## config.mk

```make
export PLATFORM = sky130hd
export DESIGN_NAME = i2s_serial_audio_port
export DESIGN_NICKNAME = d
export VERILOG_FILES = /design/src/rtl/i2s_pkg.sv /design/src/rtl/frac_div_if.sv /design/src/rtl/i2s_serial_audio_port.sv /design/src/rtl/frac_clk_div.sv
export VERILOG_INCLUDE_DIRS = /design/src /design/src/rtl
export SDC_FILE = /design/constraint.sdc
export NUM_CORES = 1
export LEC_CHECK = 0
export ABC_AREA = 1
export BUFFER_PORTS_ARGS = -buffer_cell sky130_fd_sc_hd__clkbuf_2
export CORE_MARGIN = 2
export CORE_UTILIZATION = 43
export DETAILED_ROUTE_END_ITERATION = 10
export MAX_ROUTING_LAYER = met4
export SYNTH_ARGS = -nofsm -noshare
export SYNTH_HDL_FRONTEND = slang
export SYNTH_SLANG_ARGS = --single-unit
```

## constraint.sdc

```tcl
create_clock -name clock -period 2.85 [get_ports clock]
set_input_delay 0.285 -clock clock [delete_from_list [all_inputs] [get_ports clock]]
set_output_delay 0.285 -clock clock [all_outputs]
set_load 0.03 [all_outputs]
```

## src/rtl/i2s_consts.svh

```systemverilog
// Constants for the serial audio port: frame layout, divider defaults and timing.
`ifndef I2S_CONSTS_SVH
`define I2S_CONSTS_SVH

`define I2S_CLK_HZ          50000000
`define I2S_FRAME_HZ        48000
`define I2S_BCK32_HZ        1536000
`define I2S_BCK50_HZ        2400000
`define I2S_SLV_MAX_BCK_HZ  3072000
`define I2S_MIN_PHASE_PCT   35
`define I2S_WORD_BITS       5'd16
`define I2S_WORD_LAST       5'd15
`define I2S_HALF_BITS_32    5'd16
`define I2S_HALF_BITS_50    5'd25
`define I2S_DIV_N_32        16'h0180
`define I2S_DIV_M_32        16'h186a
`define I2S_DIV_N_50        16'h000c
`define I2S_DIV_M_50        16'h007d
`define I2S_PHASE_MAX       8'hff

`endif

```

## src/rtl/i2s_pkg.sv

```systemverilog
// Types shared by the serial audio port modules.
package i2s_pkg;
  typedef logic [15:0] sample_t;
  typedef logic [15:0] div_word_t;
  typedef enum logic {CH_LEFT, CH_RIGHT} chan_t;
  typedef enum logic [1:0] {TX_PAD, TX_SHIFT} tx_state_t;
endpackage

```

## src/rtl/frac_div_if.sv

```systemverilog
// Connection between the port and its fractional bit clock divider.
`timescale 1ns/10ps
interface frac_div_if;
  logic               en;
  i2s_pkg::div_word_t num;
  i2s_pkg::div_word_t den;
  logic               tick;
  modport src (output en, output num, output den, input tick);
  modport div (input en, input num, input den, output tick);
endinterface

```

## src/rtl/i2s_serial_audio_port.sv

```systemverilog
// Serial audio port, master or slave, 16-bit stereo words in both directions.
// Notes on behaviour
// Bit clock and word select are driven in master mode and are inputs in slave mode; data out is always driven.
// Every channel word is 16 bits long when sent and when received.
// The left word's most significant bit sits at the most significant position of the frame.
// The most significant bit goes out on the falling edge one bit clock after each word select change.
// Left samples travel while word select is low and right samples while it is high.
// Data changes on bit clock falling edges and is captured on the following rising edge.
// As master with a zero divider denominator the frame runs at 48 kHz with 32 or 50 bit clocks per frame.
// The master bit clock comes from the reference clock through a fractional N over M divider.
// In slave mode any bit clock up to 3.072 MHz is accepted and the far master stays below it.
// The master bit clock keeps a near even mark to space ratio with each phase at least 0.35 of the period; its phases differ by up to one reference clock.
// The far master keeps each bit clock phase longer than 0.35 of its period.
// As master, word select toggles every 16 or 25 bit clocks and slots past the word carry zero.
`timescale 1ns/10ps
`include "i2s_consts.svh"
module i2s_serial_audio_port (
  input  wire logic               clock,
  input  wire logic               rst_n,
  input  wire logic               master_mode,
  input  wire logic               frame50_sel,
  input  wire i2s_pkg::div_word_t div_num,
  input  wire i2s_pkg::div_word_t div_den,
  input  wire logic               sck_in,
  output wire logic               sck_out,
  output wire logic               sck_oe,
  input  wire logic               ws_in,
  output wire logic               ws_out,
  output wire logic               ws_oe,
  output wire logic               sdo,
  input  wire logic               sdi,
  input  wire i2s_pkg::sample_t   tx_left,
  input  wire i2s_pkg::sample_t   tx_right,
  input  wire logic               tx_valid,
  output wire logic               tx_ready,
  output wire i2s_pkg::sample_t   rx_left,
  output wire i2s_pkg::sample_t   rx_right,
  output wire logic               rx_valid
);
  import i2s_pkg::*;

  frac_div_if div_bus ();

  logic [2:0] pin_meta_r;
  logic [2:0] pin_sync_r;
  logic       sck_d_r;
  logic       ws_lat_r;
  logic       sck_r;
  logic       ws_r;
  logic [4:0] half_cnt_r;
  logic [4:0] half_last;
  logic       m_fall;
  logic       m_rise;
  logic       s_fall;
  logic       s_rise;
  logic       fall_ev;
  logic       rise_ev;
  logic       ws_fall;
  logic       ws_rise;
  logic       ws_tx_seen_r;
  logic       tx_load;
  sample_t    tx_word;
  sample_t    tx_shift_r;
  sample_t    tx_hold_r;
  logic [4:0] tx_cnt_r;
  tx_state_t  tx_state_r;
  logic       sdo_r;
  logic       ws_rx_seen_r;
  logic [4:0] rx_cnt_r;
  chan_t      rx_ch_r;
  sample_t    rx_shift_r;
  sample_t    rx_word;
  sample_t    rx_lpend_r;
  sample_t    rx_left_r;
  sample_t    rx_right_r;
  logic       rx_valid_r;
  logic       rx_done;

  // Divider setup; a zero denominator selects the ratio for the chosen frame size.
  assign div_bus.en  = master_mode;
  assign div_bus.num = (div_den != 16'h0000) ? div_num :
                       (frame50_sel ? `I2S_DIV_N_50 : `I2S_DIV_N_32);
  assign div_bus.den = (div_den != 16'h0000) ? div_den :
                       (frame50_sel ? `I2S_DIV_M_50 : `I2S_DIV_M_32);

  frac_clk_div u_div (
    .clock (clock),
    .rst_n (rst_n),
    .bus   (div_bus)
  );

  // Pin synchronisers for bit clock, word select and data in.
  always_ff @(posedge clock or negedge rst_n) begin
    if (!rst_n) begin
      pin_meta_r <= 3'h0;
      pin_sync_r <= 3'h0;
      sck_d_r    <= 1'b0;
    end else begin
      pin_meta_r <= {sck_in, ws_in, sdi};
      pin_sync_r <= pin_meta_r;
      sck_d_r    <= pin_sync_r[2];
    end
  end

  assign s_rise = !master_mode && pin_sync_r[2] && !sck_d_r;
  assign s_fall = !master_mode && !pin_sync_r[2] && sck_d_r;

  // Word select as a receiver sees it at the rising edge, used by the transmit side.
  always_ff @(posedge clock or negedge rst_n) begin
    if (!rst_n) begin
      ws_lat_r <= 1'b0;
    end else if (s_rise) begin
      ws_lat_r <= pin_sync_r[1];
    end
  end

  // Master bit clock, toggled on every divider tick.
  always_ff @(posedge clock or negedge rst_n) begin
    if (!rst_n) begin
      sck_r <= 1'b0;
    end else if (!master_mode) begin
      sck_r <= 1'b0;
    end else if (div_bus.tick) begin
      sck_r <= !sck_r;
    end
  end

  assign m_fall    = master_mode && div_bus.tick && sck_r;
  assign m_rise    = master_mode && div_bus.tick && !sck_r;
  assign half_last = (frame50_sel ? `I2S_HALF_BITS_50 : `I2S_HALF_BITS_32) - 5'd1;

  // Master word select, toggled on the falling edge that ends each half frame.
  always_ff @(posedge clock or negedge rst_n) begin
    if (!rst_n) begin
      half_cnt_r <= 5'h00;
      ws_r       <= 1'b0;
    end else if (!master_mode) begin
      half_cnt_r <= 5'h00;
      ws_r       <= 1'b0;
    end else if (m_fall) begin
      if (half_cnt_r >= half_last) begin
        half_cnt_r <= 5'h00;
        ws_r       <= !ws_r;
      end else begin
        half_cnt_r <= half_cnt_r + 5'd1;
      end
    end
  end

  assign fall_ev = m_fall || s_fall;
  assign rise_ev = m_rise || s_rise;
  assign ws_fall = master_mode ? ws_r : ws_lat_r;
  assign ws_rise = master_mode ? ws_r : pin_sync_r[1];

  assign sck_out = sck_r;
  assign ws_out  = ws_r;
  assign sck_oe  = master_mode;
  assign ws_oe   = master_mode;

  // Transmit: a changed word select seen at a falling edge starts the next word.
  assign tx_load  = fall_ev && (ws_fall != ws_tx_seen_r);
  assign tx_ready = tx_load && !ws_fall;
  assign tx_word  = ws_fall ? tx_hold_r : (tx_valid ? tx_left : 16'h0000);

  always_ff @(posedge clock or negedge rst_n) begin
    if (!rst_n) begin
      ws_tx_seen_r <= 1'b0;
      tx_hold_r    <= 16'h0000;
    end else if (fall_ev) begin
      ws_tx_seen_r <= ws_fall;
      if (tx_ready) begin
        tx_hold_r <= tx_valid ? tx_right : 16'h0000;
      end
    end
  end

  always_ff @(posedge clock or negedge rst_n) begin
    if (!rst_n) begin
      tx_shift_r <= 16'h0000;
      tx_cnt_r   <= 5'h00;
      tx_state_r <= TX_PAD;
      sdo_r      <= 1'b0;
    end else if (tx_load) begin
      sdo_r      <= tx_word[15];
      tx_shift_r <= {tx_word[14:0], 1'b0};
      tx_cnt_r   <= `I2S_WORD_LAST;
      tx_state_r <= TX_SHIFT;
    end else if (fall_ev) begin
      case (tx_state_r)
        TX_SHIFT: begin
          if (tx_cnt_r == 5'h00) begin
            sdo_r      <= 1'b0;
            tx_state_r <= TX_PAD;
          end else begin
            sdo_r      <= tx_shift_r[15];
            tx_shift_r <= {tx_shift_r[14:0], 1'b0};
            tx_cnt_r   <= tx_cnt_r - 5'd1;
          end
        end
        TX_PAD: begin
          sdo_r <= 1'b0;
        end
        default: begin
          tx_state_r <= TX_PAD;
        end
      endcase
    end
  end

  assign sdo = sdo_r;

  // Receive: sample on rising edges; a word select change restarts the count.
  assign rx_word = {rx_shift_r[14:0], pin_sync_r[0]};
  assign rx_done = rise_ev && (rx_cnt_r == `I2S_WORD_LAST);

  always_ff @(posedge clock or negedge rst_n) begin
    if (!rst_n) begin
      rx_cnt_r     <= `I2S_WORD_BITS;
      rx_shift_r   <= 16'h0000;
      rx_ch_r      <= CH_LEFT;
      ws_rx_seen_r <= 1'b0;
    end else if (rise_ev) begin
      ws_rx_seen_r <= ws_rise;
      if (rx_cnt_r < `I2S_WORD_BITS) begin
        rx_shift_r <= rx_word;
        rx_cnt_r   <= rx_cnt_r + 5'd1;
      end
      if (ws_rise != ws_rx_seen_r) begin
        rx_cnt_r <= 5'h00;
        rx_ch_r  <= ws_rise ? CH_RIGHT : CH_LEFT;
      end
    end
  end

  always_ff @(posedge clock or negedge rst_n) begin
    if (!rst_n) begin
      rx_lpend_r <= 16'h0000;
      rx_left_r  <= 16'h0000;
      rx_right_r <= 16'h0000;
      rx_valid_r <= 1'b0;
    end else begin
      rx_valid_r <= 1'b0;
      if (rx_done && (rx_ch_r == CH_LEFT)) begin
        rx_lpend_r <= rx_word;
      end
      if (rx_done && (rx_ch_r == CH_RIGHT)) begin
        rx_left_r  <= rx_lpend_r;
        rx_right_r <= rx_word;
        rx_valid_r <= 1'b1;
      end
    end
  end

  assign rx_left  = rx_left_r;
  assign rx_right = rx_right_r;
  assign rx_valid = rx_valid_r;

  // Helper counters for the checks below.
  logic [4:0] falls_since_ws_r;
  logic [7:0] phase_cnt_r;
  logic [7:0] prev_phase_r;
  logic [1:0] phase_seen_r;

  always_ff @(posedge clock or negedge rst_n) begin
    if (!rst_n) begin
      falls_since_ws_r <= 5'h01;
    end else if (m_fall && (half_cnt_r >= half_last)) begin
      falls_since_ws_r <= 5'h00;
    end else if (m_fall && (falls_since_ws_r != 5'h1f)) begin
      falls_since_ws_r <= falls_since_ws_r + 5'd1;
    end
  end

  always_ff @(posedge clock or negedge rst_n) begin
    if (!rst_n) begin
      phase_cnt_r  <= 8'h00;
      prev_phase_r <= 8'h00;
      phase_seen_r <= 2'h0;
    end else if (!master_mode) begin
      phase_cnt_r  <= 8'h00;
      phase_seen_r <= 2'h0;
    end else if (div_bus.tick) begin
      prev_phase_r <= phase_cnt_r;
      phase_cnt_r  <= 8'h00;
      if (phase_seen_r != 2'h3) begin
        phase_seen_r <= phase_seen_r + 2'd1;
      end
    end else if (phase_cnt_r != `I2S_PHASE_MAX) begin
      phase_cnt_r <= phase_cnt_r + 8'd1;
    end
  end
endmodule

```

## src/rtl/frac_clk_div.sv

```systemverilog
// Fractional N/M divider giving one enable pulse per bit clock half period.
`timescale 1ns/10ps
`include "i2s_consts.svh"
module frac_clk_div (
  input wire logic clock,
  input wire logic rst_n,
  frac_div_if.div  bus
);
  import i2s_pkg::*;

  logic [16:0] acc_r;
  logic [16:0] sum;
  logic        wrap;
  logic        tick_r;

  assign sum  = acc_r + {1'b0, bus.num};
  assign wrap = (sum >= {1'b0, bus.den}) && (bus.den != 16'h0000);

  always_ff @(posedge clock or negedge rst_n) begin
    if (!rst_n) begin
      acc_r  <= 17'h00000;
      tick_r <= 1'b0;
    end else if (!bus.en) begin
      acc_r  <= 17'h00000;
      tick_r <= 1'b0;
    end else if (wrap) begin
      acc_r  <= sum - {1'b0, bus.den};
      tick_r <= 1'b1;
    end else begin
      acc_r  <= sum;
      tick_r <= 1'b0;
    end
  end

  assign bus.tick = tick_r;
endmodule

```

### Yosys cells after proc, flatten, opt, wreduce, memory -nomap -nowiden

Cells that the tools add are included.

* add/subtract/negate cells: 6
* order comparisons: 3
* equal/unequal tests: 10
* multiplexer cells: 42
* bitwise gates (word level): 1
* reduce and logical (&&, ||, !) cells: 37

Operators with widths (number)
* $mux 16: 9
* $mux 5: 9
* $mux 17: 2
* $reduce_bool 16->1: 2
* $add 17x16->17: 1
* $ge 17x16->1: 1
* $sub 17x16->17: 1
* $mux 1: 14
* $logic_and 1x1->1: 13
* $mux 13: 1
* $reduce_and 2->1: 6
* $add 5x1->5 const B: 2
* $sub 5x1->5 const B: 2
* $mux 9: 1
* $logic_not 1->1: 6
* $mux 2: 3
* $ne 2x1->1 const B: 3
* $reduce_and 3->1: 2
* $reduce_bool 2->1: 3
* $eq 5x4->1 const B: 1
* $ge 5x5->1: 1
* $logic_not 5->1: 1
* $lt 5x5->1 const B: 1
* $mux 4: 1
* 10 further kinds: 13

* register bits after elaboration: 145
* bits of input ports: 72
* word-level logic and storage cells: 122

### Depth between registers and ports, before layout

* word-level depth: 7
* mapped depth: 29

### Modules after synthesis

A second synthesis with hierarchy kept.

* cell total of the unflattened synthesis: 1103
* area total of the unflattened synthesis: 8454.4 µm²

By module, submodules not included
* i2s_serial_audio_port: times used 1, cells each 720, area each 5866.9 µm², seq. area each 3129.3 µm²
* frac_clk_div: times used 1, cells each 383, area each 2587.5 µm², seq. area each 450.4 µm²

### Worst setup path after synthesis

Ideal clock, no wire load.

* kind: input port to flip-flop
* start point: in div_den[4]
* end point: reg u_div.acc_r[12]
* library setup time: 0.066 ns
* arrival time: 3.930 ns
* data required time: 2.784 ns
* setup slack: -1.146 ns
* stages on the path: 24
* buffers on the path: 2
* cells stage by stage: or4_1 nor2_1 nand2_1 inv_1 buf_2 nor2_1 ha_1 a21o_1 nand2_1 nand3_1 and2_1 o21bai_1 nand2_1 ha_1 nand2_1 inv_1 nand2_1 nor2_1 a31oi_1 nand3_4 nor2_8 buf_12 nand2_2 nand2_1

* word-level cells in the longest chain between the ends: 7
* elaborated cells on any way between the ends: 10
* classes of those cells: add/sub: 2; order compare: 1; mux: 4; reduce/logical: 3

Ends and longest elaborated chain
* from (decl): line i2s_serial_audio_port.sv:23 `input wire i2s_pkg::div_word_t div_den,`
* $reduce_bool 16->1: line i2s_serial_audio_port.sv:81, i2s_serial_audio_port.sv:83
* $mux 16: line i2s_serial_audio_port.sv:81 `assign div_bus.num = (div_den != 16'h0000) ? div_num :`
* $add 17x16->17: line frac_clk_div.sv:16 `assign sum = acc_r + {1'b0, bus.num};`
* $ge 17x16->1: line frac_clk_div.sv:17 `assign wrap = (sum >= {1'b0, bus.den}) && (bus.den != 16'h0000);`
* $logic_and 1x1->1: line frac_clk_div.sv:17
* $mux 17 *: line frac_clk_div.sv:26 `end else if (wrap) begin`
* $mux 17 *: line frac_clk_div.sv:23 `end else if (!bus.en) begin`
* to (signal assigned): line frac_clk_div.sv:27 `acc_r <= sum - {1'b0, bus.den};`
* to (signal assigned): line frac_clk_div.sv:30 `acc_r <= sum;`
* to (decl): line frac_clk_div.sv:11 `logic [16:0] acc_r;`

Every way passes the cells marked *; elsewhere a longest branch is shown, timed or not.
A chain may end at the register's enable or synchronous reset.

### Worst setup path in the final report

* start point: in div_den[7]
* end point: reg u_div.acc_r[5]

Same word-level chain as after synthesis.

==> results.md <==
- Full die area: 19800 µm²
- CP startpoint: div_den[7]
- Final Net Count: 1385
- H-tree depth: 4
- CTS max path bufs: 2
- Input/output buffers: 110
- Mean Syn Cell Area: 7.93 µm²
- Hold Path Class: input port to register
- Status: finished with violations
- Syn Inst Count: 1015
- RSZ-0062 raised after global routing: true
- Total Routing Usage GR: 0.224
- DRC viols: 0
- Placement Cell Area: 9820 µm²
- Max FO, Critical Path: 8
- Rows: 50
- Violated checks: negative setup slack
- Inst Count DP: 1457
- Hold Vio Cnt, Final: 0
- Global-route wire length before repair: 34600 µm
- Initial antenna violation count: 0
- Fin Hold WS: 0.100 ns
- Reg-to-Reg Start: u_div.acc_r[0]$_DFF_PN0_
- Max-cap violations: 0
- Fin crit share: 1.28
- Top_reg_cell synth: dfrtp_1
- Hold Startpoint: tx_right[14]
- Slew Limit Fails: 0
- Routed met1 length: 10100 µm
- CTS tree: yes
- Clock Skews: 0.0145 ns
- DR pass1 iterations: 5
- Total clock sinks: 143
- Arrival time worst endpoint: 4.02 ns
- Max IR drop VDD: 505 µV
- Post-DRT Antenna Nets: 0
- Fin worst setup slack: -0.811 ns
- Final setup fails: 18
- Total CTS buffers: 17
- Uppermost layer routed: met4
- I/O pins: 111
- Final Routed Wirelength: 22000 µm
- WS Path Type: input port to register
- Share of cells above drive strength 1: 0.362
- Fmax: 273 MHz
- Via density: 4.97
- Placer Congestion: 0.882
- Share of the synthesized area in the top cell type: 0.441
- Metal2 WL: 10500 µm
- Core Util, Final: 0.622
- Synth area leader: dfrtp_1
- Wire length on met3: 837 µm
- Final setup TNS: -14.07 ns
- Die width: 141 µm
- Cell variety after synth: 46
- CORE AREA: 18500 µm²
- Area Growth Syn to Fin: 43.0%
- Ys async rst share: 1.00
- Top cells by area, synth: dfrtp_1 (44%), nand2_1 (12%), ha_1 (6.4%)
- Syn nets: 1130
- Slew at the pin closest to its max-slew limit: 0.606 ns
- YS warnings: 0
- ANT cells: 0
- Starting Density: 0.435
- Largest net degree at the start of global routing: 63
- Clock transition at path regs: 0.06 ns
- Clk Latency, worst-skew pair: 0.42 ns
- Die Ht: 141 µm
- Endpoint class of the critical path: register
- Initial DRC count: 345
- Post-synth EDFFs: 0
- Yosys reg bits: 143
- Cell Area, Synth: 8050 µm²
- Post-synthesis sequential area ratio: 0.445
- CP Data Required Time: 3.21 ns
- DR vias: 7532
- Total grt overflow: 0
- Minimum clock period: 3.66 ns
- Vias in the first global route: 7216
- Final non-filler cell total: 1515
- Detail Placement HPWL: 15200 µm
- Leakage Power: 5.92 nW
- Finished Cell Area: 11500 µm²
- PD cells: 1030 nW/µm²
- CP Launch Type: input port
- Slew HR: 0.596
- Drt wl/cell: 14.5 µm
- Root buf cell: clkbuf_16
[flip-flops by register name (all words and copies together) (netlist names)]
| register | cells |
|---|---|
| rx_left | 16 |
| rx_valid | 1 |
| pin_sync_r | 3 |
| ws_tx_seen_r | 1 |
| rx_shift_r | 15 |
| tx_hold_r | 16 |
| sck_d_r | 1 |
| u_div.bus.tick | 1 |
| pin_meta_r | 3 |
| half_cnt_r | 5 |
| rx_right | 16 |
| ws_lat_r | 1 |
| rx_lpend_r | 16 |
| tx_shift_r | 15 |
| ws_out | 1 |
| sck_out | 1 |
| rx_ch_r | 1 |
| u_div.acc_r | 17 |
| tx_cnt_r | 5 |
| ws_rx_seen_r | 1 |
| sdo | 1 |
| tx_state_r | 1 |
| rx_cnt_r | 5 |
[cell type report]
cell class              count  area, µm²
multi-input cells         706       4680
flip-flops and latches    143       3580
repair buffers            270       1870
inverters                 132        508
fillers                  1597       7010
clock buffers              21        470
well taps                 234        293
clock inverters             9        109
[cell usage in the layout (no fill, tap or decap), drive strengths merged]
cell	n
nand2	275
buf	158
dfrtp	142
inv	133
clkbuf	129
o21ai	98
nor2	78
nand3	74
ha	41
a21oi	35
xor2	20
nor3	13
a31oi	12
nand3b	11
a211oi	9
nand4	7
xnor2	6
clkinv	5
a21o	4
o22ai	4
dlygate4sd3	4
o21bai	4
nor4	3
o211ai	2
bufinv	2
and2	2
fa	2
or4	1
o31ai	1
or2	1
and3	1
o311ai	1
a32o	1
clkinvlp	1
dfstp	1
[synthesized netlist by cell type, types with 4 or more instances]
master,n
nand2_1,257
clkbuf_1,12
nor3_1,13
nand4_1,7
o21bai_1,4
inv_1,126
buf_2,13
o22ai_1,4
inv_2,4
a21oi_1,35
a211oi_1,9
xnor2_1,6
dfrtp_1,142
buf_4,6
nand3b_1,11
ha_1,41
a21o_1,4
nand2_2,15
a31oi_1,12
o21ai_0,97
nor2_1,73
nand3_1,71
xor2_1,19
[worst max-delay path: stages]
cell	delay, ns
buf_6	0.09
or4_4	0.53
nor2_4	0.12
nand2_4	0.11
inv_6	0.09
buf_8	0.12
buf_12	0.12
nor2_2	0.06
ha_4	0.30
nand2_2	0.10
inv_2	0.10
nand3_2	0.10
nor2_4	0.14
nor2_4	0.05
xnor2_2	0.29
ha_4	0.29
nand2_2	0.08
nand2_2	0.06
nand3_2	0.06
nand2_2	0.06
a21oi_2	0.12
nand2_2	0.07
nand2_2	0.09
nand3_4	0.14
nor2_8	0.17
buf_12	0.15
nand2_4	0.05
nand2_2	0.06
[timing repair]
action / in CTS / in global routing
hold buffers: 4 / 0
buffers inserted: 7 / 17
pin swaps: 8 / 61
gates resized for setup: 27 / 140
endpoints found under the hold margin: 62 / 0
setup endpoints to repair: 18 / 18
cloned: 0 / 1
[worst paths after layout]
check	endpoint	slack (ns)	depth (start not counted)
min	tx_hold_r[14]$_DFFE_PN0P_	0.10	3
max reg2reg	u_div.acc_r[5]$_DFF_PN0_	-0.28	21
min reg2reg	pin_sync_r[1]$_DFF_PN0_	0.35	0
max	u_div.acc_r[5]$_DFF_PN0_	-0.81	28
max in group asynchronous	rx_left[3]$_DFFE_PN0P_	1.64	3
min in group asynchronous	pin_meta_r[0]$_DFF_PN0_	0.40	2
[per-stage QoR]
stage / total power [W] / setup WS [ns]
floorplan: 0.00600 / -0.891
global placement: 0.00805 / -1.31
detailed placement: 0.00813 / -1.36
CTS: 0.0107 / -0.713
global route: 0.0127 / -0.943
finish: 0.0118 / -0.811
[cell families (layout without fill, tap and decap cells)]
logic type                 after synthesis  count (layout)  share of synthesized area
and+or+nand+nor                        466             466                      0.255
AOI/OAI and AO/OA                      171             171                      0.117
adders and majority gates               43              43                     0.0687
xor gates and xnor gates                26              26                     0.0306
buffers and inverters                  166             432                     0.0845
DFF                                    143             143                      0.445
[report_power, final]
part	internal, W	switching (W)	leakage [nW]
Combinational	0.00323	0.00355	3.76
Clock	0.00135	0.000862	0.286
Sequential	0.00253	0.000277	1.87
[metal layers]
metal / track usage / vias up
met5: - / -
met4: 0.0726 / 0
met3: 0.0350 / 43
met2: 0.346 / 140
met1: 0.305 / 3555
li1: - / 3794
No activity file was read; power rests on OpenSTA's default activity.
